--- src/rtl/pue_pkg.sv ---
package pue_pkg;
   localparam int          PUE_DATA_W       = 32;
   localparam int          PUE_ADDR_W       = 8;
   localparam int          PUE_PORTS        = 4;
   localparam int          PUE_PINS         = 8;
   localparam logic [7:0]  PUE_OFS_LOW      = 8'h04;
   localparam logic [31:0] PUE_RESET_LOW    = 32'h0010_0000;
   localparam int          PUE_GRP_A_LSB    = 0;
   localparam int          PUE_GRP_B_LSB    = 8;
   localparam int          PUE_GRP_C_LSB    = 16;
   localparam int          PUE_GRP_D_LSB    = 24;
   localparam logic [31:0] PUE_READ_UNMAPPED = 32'h0000_0000;

   typedef enum logic [1:0]
   {
      PUE_PIN_INPUT  = 2'h0,
      PUE_PIN_OUTPUT = 2'h1,
      PUE_PIN_HIZ    = 2'h2
   } pue_pin_mode_t;
endpackage

--- src/rtl/pue_bank_if.sv ---
`timescale 1ns/1ns
interface pue_bank_if;
   logic [31:0] enable_bits;
   logic [31:0] input_mask;
   logic [31:0] pull_on;
   modport bank (input enable_bits, input input_mask, output pull_on);
   modport ctrl (output enable_bits, output input_mask, input pull_on);
endinterface

--- src/rtl/pue_pin_gate.sv ---
`timescale 1ns/1ns
module pue_pin_gate
   import pue_pkg::*;
#(
   parameter int PORTS = PUE_PORTS,
   parameter int PINS  = PUE_PINS
)
(
   pue_bank_if.bank bank
);
   // Pull-up only where the pin is an input
   genvar g;
   for (g = 0; g < PORTS * PINS; g++)
   begin : g_pin
      assign bank.pull_on[g] = bank.enable_bits[g] & bank.input_mask[g];
   end
endmodule

--- src/rtl/pue_pullup_enable_low.sv ---
// Operation
// [RQ1] Register sits at byte offset four
// [RQ2] Bits 31..24 pull group D pins 7..0
// [RQ3] Bits 23..16 pull group C pins 7..0
// [RQ4] Bits 15..8 group B, 7..0 group A
// [RQ5] One enables pull-up, zero disables it
// [RQ6] Enable ignored for outputs and Hi-Z
// [RQ7] Reset clears all but bit 20 set
// [RQ8] All bits read back last write
//
// Implementation choice: the strobed register port.
`timescale 1ns/1ns
module pue_pullup_enable_low
   import pue_pkg::*;
(
   input  wire logic                          clock,
   input  wire logic                          rst,
   input  wire logic [pue_pkg::PUE_ADDR_W-1:0] addr,
   input  wire logic [pue_pkg::PUE_DATA_W-1:0] wdata,
   input  wire logic                          wr_en,
   input  wire logic                          rd_en,
   output logic      [pue_pkg::PUE_DATA_W-1:0] rdata,
   input  wire logic [63:0]                   pin_mode,
   output logic      [7:0]                    gpio_group_a_pull_on,
   output logic      [7:0]                    gpio_group_b_pull_on,
   output logic      [7:0]                    gpio_group_c_pull_on,
   output logic      [7:0]                    gpio_group_d_pull_on
);
   import pue_pkg::*;

   logic [31:0] pullup_enable_low_reg;
   logic [31:0] pullup_enable_low_next;
   logic [31:0] rdata_reg;
   logic [31:0] rdata_next;
   logic [31:0] input_mask;

   pue_bank_if bank_if ();

   function automatic logic hit_low(input logic [PUE_ADDR_W-1:0] a);
      hit_low = (a == PUE_OFS_LOW);
   endfunction

   // [RQ1] offset decode
   // [RQ8] write and read back
   always_comb
   begin
      pullup_enable_low_next = pullup_enable_low_reg;
      rdata_next             = PUE_READ_UNMAPPED;
      if (wr_en && hit_low(addr))
      begin
         pullup_enable_low_next = wdata;
      end
      if (rd_en && hit_low(addr))
      begin
         rdata_next = pullup_enable_low_reg;
      end
   end

   // [RQ7] reset pattern
   always_ff @(posedge clock)
   begin
      if (rst)
      begin
         pullup_enable_low_reg <= PUE_RESET_LOW;
         rdata_reg             <= PUE_READ_UNMAPPED;
      end
      else
      begin
         pullup_enable_low_reg <= pullup_enable_low_next;
         rdata_reg             <= rdata_next;
      end
   end

   assign rdata = rdata_reg;

   // [RQ6] input mask
   genvar p;
   for (p = 0; p < PUE_DATA_W; p++)
   begin : g_mask
      assign input_mask[p] = (pin_mode[2*p +: 2] == PUE_PIN_INPUT);
   end

   assign bank_if.enable_bits = pullup_enable_low_reg;
   assign bank_if.input_mask  = input_mask;

   // [RQ5] pull gating
   pue_pin_gate u_gate
   (
      .bank (bank_if.bank)
   );

   // [RQ2] group D field
   assign gpio_group_d_pull_on = bank_if.pull_on[PUE_GRP_D_LSB +: PUE_PINS];
   // [RQ3] group C field
   assign gpio_group_c_pull_on = bank_if.pull_on[PUE_GRP_C_LSB +: PUE_PINS];
   // [RQ4] groups B and A
   assign gpio_group_b_pull_on = bank_if.pull_on[PUE_GRP_B_LSB +: PUE_PINS];
   assign gpio_group_a_pull_on = bank_if.pull_on[PUE_GRP_A_LSB +: PUE_PINS];

   // [RQ5] per-pin gating checks
   genvar q;
   for (q = 0; q < PUE_DATA_W; q++)
   begin : g_pin_chk

   end
endmodule

--- config.mk ---
export PLATFORM = sky130hd
export DESIGN_NAME = pue_pullup_enable_low
export DESIGN_NICKNAME = d
export VERILOG_FILES = /design/src/rtl/pue_pkg.sv /design/src/rtl/pue_bank_if.sv /design/src/rtl/pue_pin_gate.sv /design/src/rtl/pue_pullup_enable_low.sv
export SDC_FILE = /design/constraint.sdc
export NUM_CORES = 1
export LEC_CHECK = 0
export BUFFER_PORTS_ARGS = -buffer_cell sky130_fd_sc_hd__buf_2
export CELL_PAD_IN_SITES_DETAIL_PLACEMENT = 2
export CELL_PAD_IN_SITES_GLOBAL_PLACEMENT = 2
export CORE_AREA = 2 2 110 112
export DETAILED_ROUTE_END_ITERATION = 8
export DIE_AREA = 0 0 112 114
export PLACE_DENSITY_LB_ADDON = 0.3
export SYNTH_ARGS = -nofsm -noshare
export SYNTH_HDL_FRONTEND = slang
export SYNTH_SLANG_ARGS = --single-unit
--- constraint.sdc ---
create_clock -name clock -period 1.8 [get_ports clock]
set_clock_uncertainty 0.1 [all_clocks]
set_input_delay 0.18 -clock clock [delete_from_list [all_inputs] [get_ports clock]]
set_output_delay 0.18 -clock clock [all_outputs]
set_load 0.02 [all_outputs]
# Word-level counts from Yosys, hierarchy flattened
# Index checks and enable logic that the tools add are counted.
# word_totals
elab_cells,71
input_bits,108
register_bits,64
out_inout_bits,64
# classes
n_reduce_logical,35
eq_ne,1
bitwise_logic,33
# ops
operator,n
2-bit logical NOT,32
1-bit bitwise AND,32
"8-bit by 3-bit equality test with 1-bit output, second input constant",1
1-bit logical AND,2
2-bit OR reduction,1
1-bit inverter,1

# Logic depth before layout (Yosys ltp)
# Gate-level depths: netlist (run 1).
# logic_depth
word_depth,4
depth_mapped,4

# By module
# Synthesis (run 1) repeated with hierarchy kept, for this count alone.
# unflattened
cells_unflattened,274
hier_area_um2,2705.1
# by_module_without_submodules
mod,area_each_um2,cells_each,seq_area_each_um2,instances
pue_pullup_enable_low,2504.9,242,1281.2,1
pue_pin_gate,200.2,32,0.0,1

# Least setup slack after synthesis (run 1)
# Ideal clock, no wire load.
# synth_path
kind,input to register
from,input addr[3] (netlist name)
to,"register pullup_enable_low_reg[0], in the netlist bank_if.enable_bits[0]"
cell_stages,4
arrival_time_ps,1456
path_slack_ps,173
path_buffers,1
required_time_ps,1628
cell_sequence,or4b_4 > nor3_4 > buf_8 > mux2i_1
# synth_between
elab_chain_cells,2
# synth_lines
element,line,text
"start, declared",pue_pullup_enable_low.sv:18,"input wire logic [pue_pkg::PUE_ADDR_W-1:0] addr,"
8-bit by 3-bit equality test with 1-bit output,pue_pullup_enable_low.sv:40,hit_low = (a == PUE_OFS_LOW);
1-bit logical AND,pue_pullup_enable_low.sv:49,if (wr_en && hit_low(addr))
"end signal, assigned",pue_pullup_enable_low.sv:69,pullup_enable_low_reg <= pullup_enable_low_next;
"end, declared",pue_pullup_enable_low.sv:31,logic [31:0] pullup_enable_low_reg;
# Every way passes these cells.
# A chain may end at the register's enable or synchronous reset.

# Worst setup path after layout (run 1)
# layout_path
from,input addr[3] (netlist name)
to,"register pullup_enable_low_reg[7], in the netlist bank_if.enable_bits[7]"
# Same word-level chain as after synthesis.

==> results.toml, run 1 <==
[outcome]
status = "complete, no violations"

[synthesis]
yosys.cell_types.count = 14
netlist_instances = 242
yosys.area.top_type_share_pct = 48.8
postSynthNetCount = 350
ys_seq_area_share_pct = 48.8
post_synth_main_area_contributors = "dfxtp_1 49%, nand2b_1 15%, mux2i_1 12%, nor3b_1 9.2%, and2_1 7.6%"
synthDominantAreaCellType = "dfxtp_1"
postSynthAreaPerCell_um2 = 10.8
yosys_register_bits = 64
ys.warnings.count = 0
synth.cell_area_mm2 = 0.00263

[die]
die_x_um = 112
start_util_pct = 22.4
rows = 40
io_pins = 172
chipHeight_um = 114
coreArea_mm2 = 0.0117
design.die.area_mm2 = 0.0128

[worst_setup_path]
required_ns = 1.94
crit_fanout = 24
path_class = "in2reg"
critical_path.slowest_cell = "or4b_4"
crit_chain = "buf_2 -> or4b_4 -> nor3_4 -> buf_12 -> mux2i_1"
timing.critical_path.from = "addr[3]"
r2r_start = "bank_if.enable_bits[7]"
worstSetupEndpointType = "register"
cp-start-kind = "primary input"
worst_ep_arrival_time_ns = 1.56
worst_path_largest_cell_delay_ns = 0.57
worst_r2r_path_depth = 2

[pwr]
p_int_mw = 2.57
static-leakage-power_nw = 1.80
power_frac_clock_pct = 49.8
power.density_cell_area_mw_per_mm2 = 825
p_switching_uw = 640
vdd.ir_drop.worst_mv = 0.370
power.share.switching_pct = 19.9
power.share.sequential_pct = 44.2
combinationalPowerShare_pct = 5.9

[drt]
drt_iter0_markers = 21
avgViaCountPerCell = 4.13
final_antenna_net_count = 0
drt-pass1-iter-count = 4
remaining_drc_errors = 0
totalWireLength_um = 8020
drt-wirelength-per-cell_um = 14.1
num_vias = 2345

[global_routing]
overall_overflow_remaining_after_global_route = 0
number_of_global_route_vias_before_repair = 2568
antenna_found_initial = 1
gr-usage-all-layers_pct = 13.0
grt_start_max_net_pins = 43
global_route_wire_length_before_repair_um = 12800

[timing]
worst_slew_pin_slew_ns = 0.325
grt_setup_unrepaired = "no"
drv_slew = 0
relSlewSlack_pct = 78.3
period_minus_slack_ns = 1.42
tcrit_tclk_final_pct = 78.8
fin_tns_setup_ns = 0
timing.fmax_mhz = 705
timing_hold_violations_final = 0
setup_viol = 0

[cells_and_area]
num-fill-cells = 1346
final_layout_size_suffix_gt1_share_pct = 46.2
register_area_mm2 = 0.00128
multiInputGateArea_mm2 = 0.00122
finalNetCount = 525
stdcell_count = 568
area_delta_synth_final_pct = 48.3

[clock_network]
cts_hold_buffers = 0
h-tree-depth = 3
clock_sinks = 64
clock-root-buffer = "clkbuf_16"
insertion_delay_ns = 0.32
post_cts_repair_timing_setup_buffer_count = 0
cts_tree = "yes"
cts.reportedPaths.clkPinSlew_ns = 0.05
clock_buffers_created_by_tritoncts = 9
cts_resized = 0
clk_path_buf_depth = 2

[place]
placement.io_buffers = 171
placed_cells_incl_taps = 553
dp_hpwl_um = 6370
routabilityCongestion = 0.662

[run]
max_cap_viol_count = 0

[hold_path]
min_from = "wdata[23]"
timing.hold.worst.class = "in2reg"
min_path_cells = 3
-- worst max-delay path: cells and delay by family --
family	cells	cell delay [ns]
and+or+nand+nor	2	0.81
buffers and inverters	2	0.35
muxes	1	0.22
-- layout by cell type, fill, tap and decap left out --
| master | instances |
|---|---|
| buf_2 | 171 |
| dfxtp_1 | 64 |
| nand2b_1 | 62 |
| nor3b_1 | 32 |
| mux2i_1 | 32 |
| and2_1 | 32 |
| clkbuf_16 | 9 |
| buf_4 | 5 |
| clkbuf_8 | 3 |
| nor2_1 | 2 |
| clkbuf_1 | 2 |
| diode_2 | 1 |
| bufinv_8 | 1 |
| or4b_4 | 1 |
| or4_4 | 1 |
| nor3_4 | 1 |
| nor4b_4 | 1 |
| buf_12 | 1 |
-- power groups by stage --
| stage | sequential, mW | clock [mW] | combinational, mW |
|---|---|---|---|
| global route | 1.42 | 1.72 | 0.216 |
| floorplan | 1.45 | 0 | 0.0635 |
| global placement | 1.45 | 0 | 0.187 |
| finish | 1.42 | 1.60 | 0.191 |
| detailed placement | 1.45 | 0 | 0.196 |
| CTS | 1.42 | 1.66 | 0.197 |
-- final timing paths --
| path | to | slack [ns] |
|---|---|---|
| setup reg to reg | bank_if.enable_bits[7] | 1.07 |
| hold reg to reg | rdata[0] | 0.38 |
| setup / recovery | bank_if.enable_bits[7] | 0.38 |
| hold / removal | bank_if.enable_bits[23] | 0.02 |
-- cell type report --
type	instances	share of cell area [%]
antenna	1	0.0643
clock buffer	14	7.04
tap	147	4.72
timing repair buffer	177	23.5
sequential	64	32.9
inverter	1	0.450
multi-input combinational	164	31.4
-- Yosys cell counts --
master    count
dfxtp_1      64
nand2b_1     62
and2_1       32
mux2i_1      32
nor3b_1      32
clkbuf_1      7
buf_6         3
buf_8         3
nor2_1        2
bufinv_8      1
nor3_4        1
nor4b_4       1
or4_4         1
or4b_4        1
-- logic make-up after synthesis --
| family | count (synthesis) | share of synthesized area, % |
|---|---|---|
| and+or+nand+nor | 132 | 34.3 |
| muxes | 32 | 12.2 |
| buffers and inverters | 14 | 4.67 |
| DFF | 64 | 48.8 |
-- metrics by stage --
stage / setup WS [ns] / cell area (um^2) / utilization [%] / hold WS [ns] / power, mW
after CTS: 0.366 / 3890 / 33.2 / 0.00596 / 3.28
final: 0.382 / 3890 / 33.2 / 0.0183 / 3.21
after detailed placement: 0.0259 / 3620 / 30.9 / 0.352 / 1.65
after floorplan: 0.173 / 2630 / - / 0.235 / 1.51
after global routing: 0.279 / 3890 / 33.2 / 0.0152 / 3.35
after global placement: 0.0890 / 3620 / 30.9 / 0.342 / 1.64
-- metal layers --
| metal | track usage, % | vias to the layer above | part of all wire, % |
|---|---|---|---|
| met2 | 23.1 | 90 | 52 |
| met1 | 14.1 | 1108 | 38 |
| li1 | - | 1137 | - |
| met5 | 0 | - | 0 |
| met4 | 7.15 | 0 | 2.6 |
| met3 | 3.40 | 10 | 6.8 |
(Power assumes the default switching activity.)
==> run 2: changes to the inputs <==
--- a/config.mk
+++ b/config.mk
@@ -5,12 +5,13 @@
 export SDC_FILE = /design/constraint.sdc
 export NUM_CORES = 1
 export LEC_CHECK = 0
+export ABC_AREA = 1
 export BUFFER_PORTS_ARGS = -buffer_cell sky130_fd_sc_hd__buf_2
 export CELL_PAD_IN_SITES_DETAIL_PLACEMENT = 2
 export CELL_PAD_IN_SITES_GLOBAL_PLACEMENT = 2
-export CORE_AREA = 2 2 110 112
+export CORE_AREA = 2 2 122 124
 export DETAILED_ROUTE_END_ITERATION = 8
-export DIE_AREA = 0 0 112 114
+export DIE_AREA = 0 0 124 126
 export PLACE_DENSITY_LB_ADDON = 0.3
 export SYNTH_ARGS = -nofsm -noshare
 export SYNTH_HDL_FRONTEND = slang
==> constraint.sdc (replaced) <==
create_clock -name clock -period 1.3 [get_ports clock]
set_clock_uncertainty 0.1 [all_clocks]
set_input_delay 0.13 -clock clock [delete_from_list [all_inputs] [get_ports clock]]
set_output_delay 0.13 -clock clock [all_outputs]
set_load 0.02 [all_outputs]
==> run 2 against run 1 <==
  * Clock power grew 62%
  * Die area grew 22%
  * Via count grew 21%
  * Register-to-register slack lost 0.52 ns
  * Critical path depth shrank 2
  * Combinational power grew 61%
  * Sequential share of layout area shrank 1.6 points
==> results.toml, run 2 <==
[drt]
drt-pass1-iter-count = 4
avgViaCountPerCell = 3.99
drt_iter0_markers = 90
num_vias = 2834
drt-wirelength-per-cell_um = 12.5
remaining_drc_errors = 0
final_antenna_net_count = 0
totalWireLength_um = 8900

[place]
routabilityCongestion = 0.683
dp_worst_setup_slack_ns = 0.0228
dp_hpwl_um = 6550
placement.io_buffers = 171

[synthesis]
ys.warnings.count = 0
netlist_instances = 349
synth.cell_area_mm2 = 0.00253
synth-main-ff-cell = "dfxtp_1"
postSynthNetCount = 457
synth_most_common_cell = "nor2_1"
yosys.area.top_type_share_pct = 50.6
synth_edf_count = 0
ys_seq_area_share_pct = 50.6
synth_top_cells_by_count = "67 x nor2_1, 65 x inv_1, 64 x dfxtp_1"
post_synth_main_area_contributors = "dfxtp_1 51%, nor2_1 9.9%, inv_1 9.6%, nand3_1 6.7%, nor3_1 6.3%"
synthDominantAreaCellType = "dfxtp_1"
postSynthAreaPerCell_um2 = 7.26
async_flop_share_pct = 0
yosys.cell_types.count = 12
yosys_register_bits = 64

[pwr]
p_int_mw = 3.85
combinationalPowerShare_pct = 6.3
vdd.ir_drop.worst_mv = 0.521
static-leakage-power_nw = 1.99
p_switching_mw = 1.01
power_frac_clock_pct = 53.2
power.density_cell_area_mw_per_mm2 = 1170
power.share.sequential_pct = 40.4
power.share.switching_pct = 20.9
total_power_mw = 4.86

[global_routing]
antenna_found_initial = 0
overall_overflow_remaining_after_global_route = 0
global_route_wire_length_before_repair_um = 13600
gr-usage-all-layers_pct = 11.1
number_of_global_route_vias_before_repair = 2859
grt_start_max_net_pins = 65

[die]
coreArea_mm2 = 0.0143
die_x_um = 124
start_util_pct = 17.7
chipHeight_um = 126
design.die.area_mm2 = 0.0156
io_pins = 172
rows = 44

[worst_setup_path]
crit_fanout = 2
worst_ep_arrival_time_ns = 1.03
cp-start-kind = "register"
required_ns = 1.07
worst_r2r_path_depth = 3
worstSetupEndpointType = "primary output"
path_class = "reg2out"

[timing]
drv_slew = 0
grt_setup_unrepaired = "yes"
worst_slew_pin_slew_ns = 0.280
setup_viol = 0
timing.fmax_mhz = 794
tcrit_tclk_final_pct = 96.9
timing_hold_violations_final = 0
period_minus_slack_ns = 1.26
relSlewSlack_pct = 81.3
setup_slack_ns = 0.0400

[clock_network]
clock_buffers_created_by_tritoncts = 9
cts_tree = "yes"
insertion_delay_ns = 0.32
cts.reportedPaths.clkPinSlew_ns = 0.06
clock-root-buffer = "clkbuf_16"
clock_sinks = 64
h-tree-depth = 3
clk_path_buf_depth = 2

[cells_and_area]
area_delta_synth_final_pct = 63.6
diodes = 0
most-common-layout-cells = "150 x buf_2, 67 x nor2_1, 63 x inv_1"
layout.cells.most_common = "buf_2"
num-fill-cells = 1706
final_layout_size_suffix_gt1_share_pct = 45.1
finalNetCount = 629

[hold_path]
min_path_cells = 5
timing.hold.worst.class = "in2reg"

[outcome]
status = "complete, no violations"

[run]
max_cap_viol_count = 0
run 2: worst paths after layout:
check,to,slack [ns],startpoint
max,gpio_group_d_pull_on[1],0.04,bank_if.enable_bits[25]
min,bank_if.enable_bits[10],0.03,wdata[10]
max reg2reg,rdata[26],0.55,bank_if.enable_bits[26]
min reg2reg,bank_if.enable_bits[20],0.35,bank_if.enable_bits[20]
run 2: cells by family (layout without fill, tap and decap cells):
family                 after synthesis  after routing  share of synthesized area (%)
and+or+nand+nor                    169            169                           28.4
AOI/OAI and AO/OA                   31             31                           6.13
DFF                                 64             64                           50.6
buffers and inverters               85            262                           14.9
run 2: worst max-delay path: stages, from the launching register on:
cell and delay [ns]:
dfxtp_2 0.33, inv_2 0.04, nor3_2 0.16, buf_4 0.17
run 2: power groups by stage:
stage | Clock [mW] | Sequential (mW) | Combinational [mW]
3_5_place_dp | 0 | 2.01 | 0.293
2_1_floorplan | 0 | 2.01 | 0.0951
4_1_cts | 2.67 | 1.97 | 0.301
6_report | 2.59 | 1.97 | 0.308
5_1_grt | 2.76 | 1.96 | 0.350
3_3_place_gp | 0 | 2.01 | 0.284
run 2: area by class of cell:
cell class,instances,area [um^2],share of cell area [%]
flip-flops and latches,64,1300,31.3
repair buffers,181,1040,25.0
inverters,65,244,5.89
multi-input cells,200,1020,24.6
well taps,184,230,5.56
clock inverters,3,65.1,1.57
clock buffers,13,250,6.04
run 2: through the flow:
stage	TNS, ns	cells	area, um^2	utilization [%]	hold slack [ns]
CTS	0	708	3950	27.6	0.0181
finish	0	710	4140	28.9	0.0262
floorplan	0	349	2530	-	0.184
global placement	0	691	3590	25.1	0.283
global route	-0.0666	710	4140	28.9	0.0395
detailed placement	0	691	3590	25.1	0.297
run 2: repair_timing:
item | 4_1_cts | 5_1_grt
buffers inserted | 0 | 2
resized for setup | 7 | 57
hold buffers | 1 | 0
endpoints found under the setup margin | 6 | 31
pin swaps | 0 | 3
endpoints found under the hold margin | 1 | 0
run 2: routing by layer:
layer  global-route usage [%]  vias to the layer above  wire [um]
met4                     3.57                        0        102
met2                     19.5                       95       4630
li1                         -                     1414          -
met1                     12.5                     1319       3540
met5                        0                        -          0
met3                     3.58                        6        624
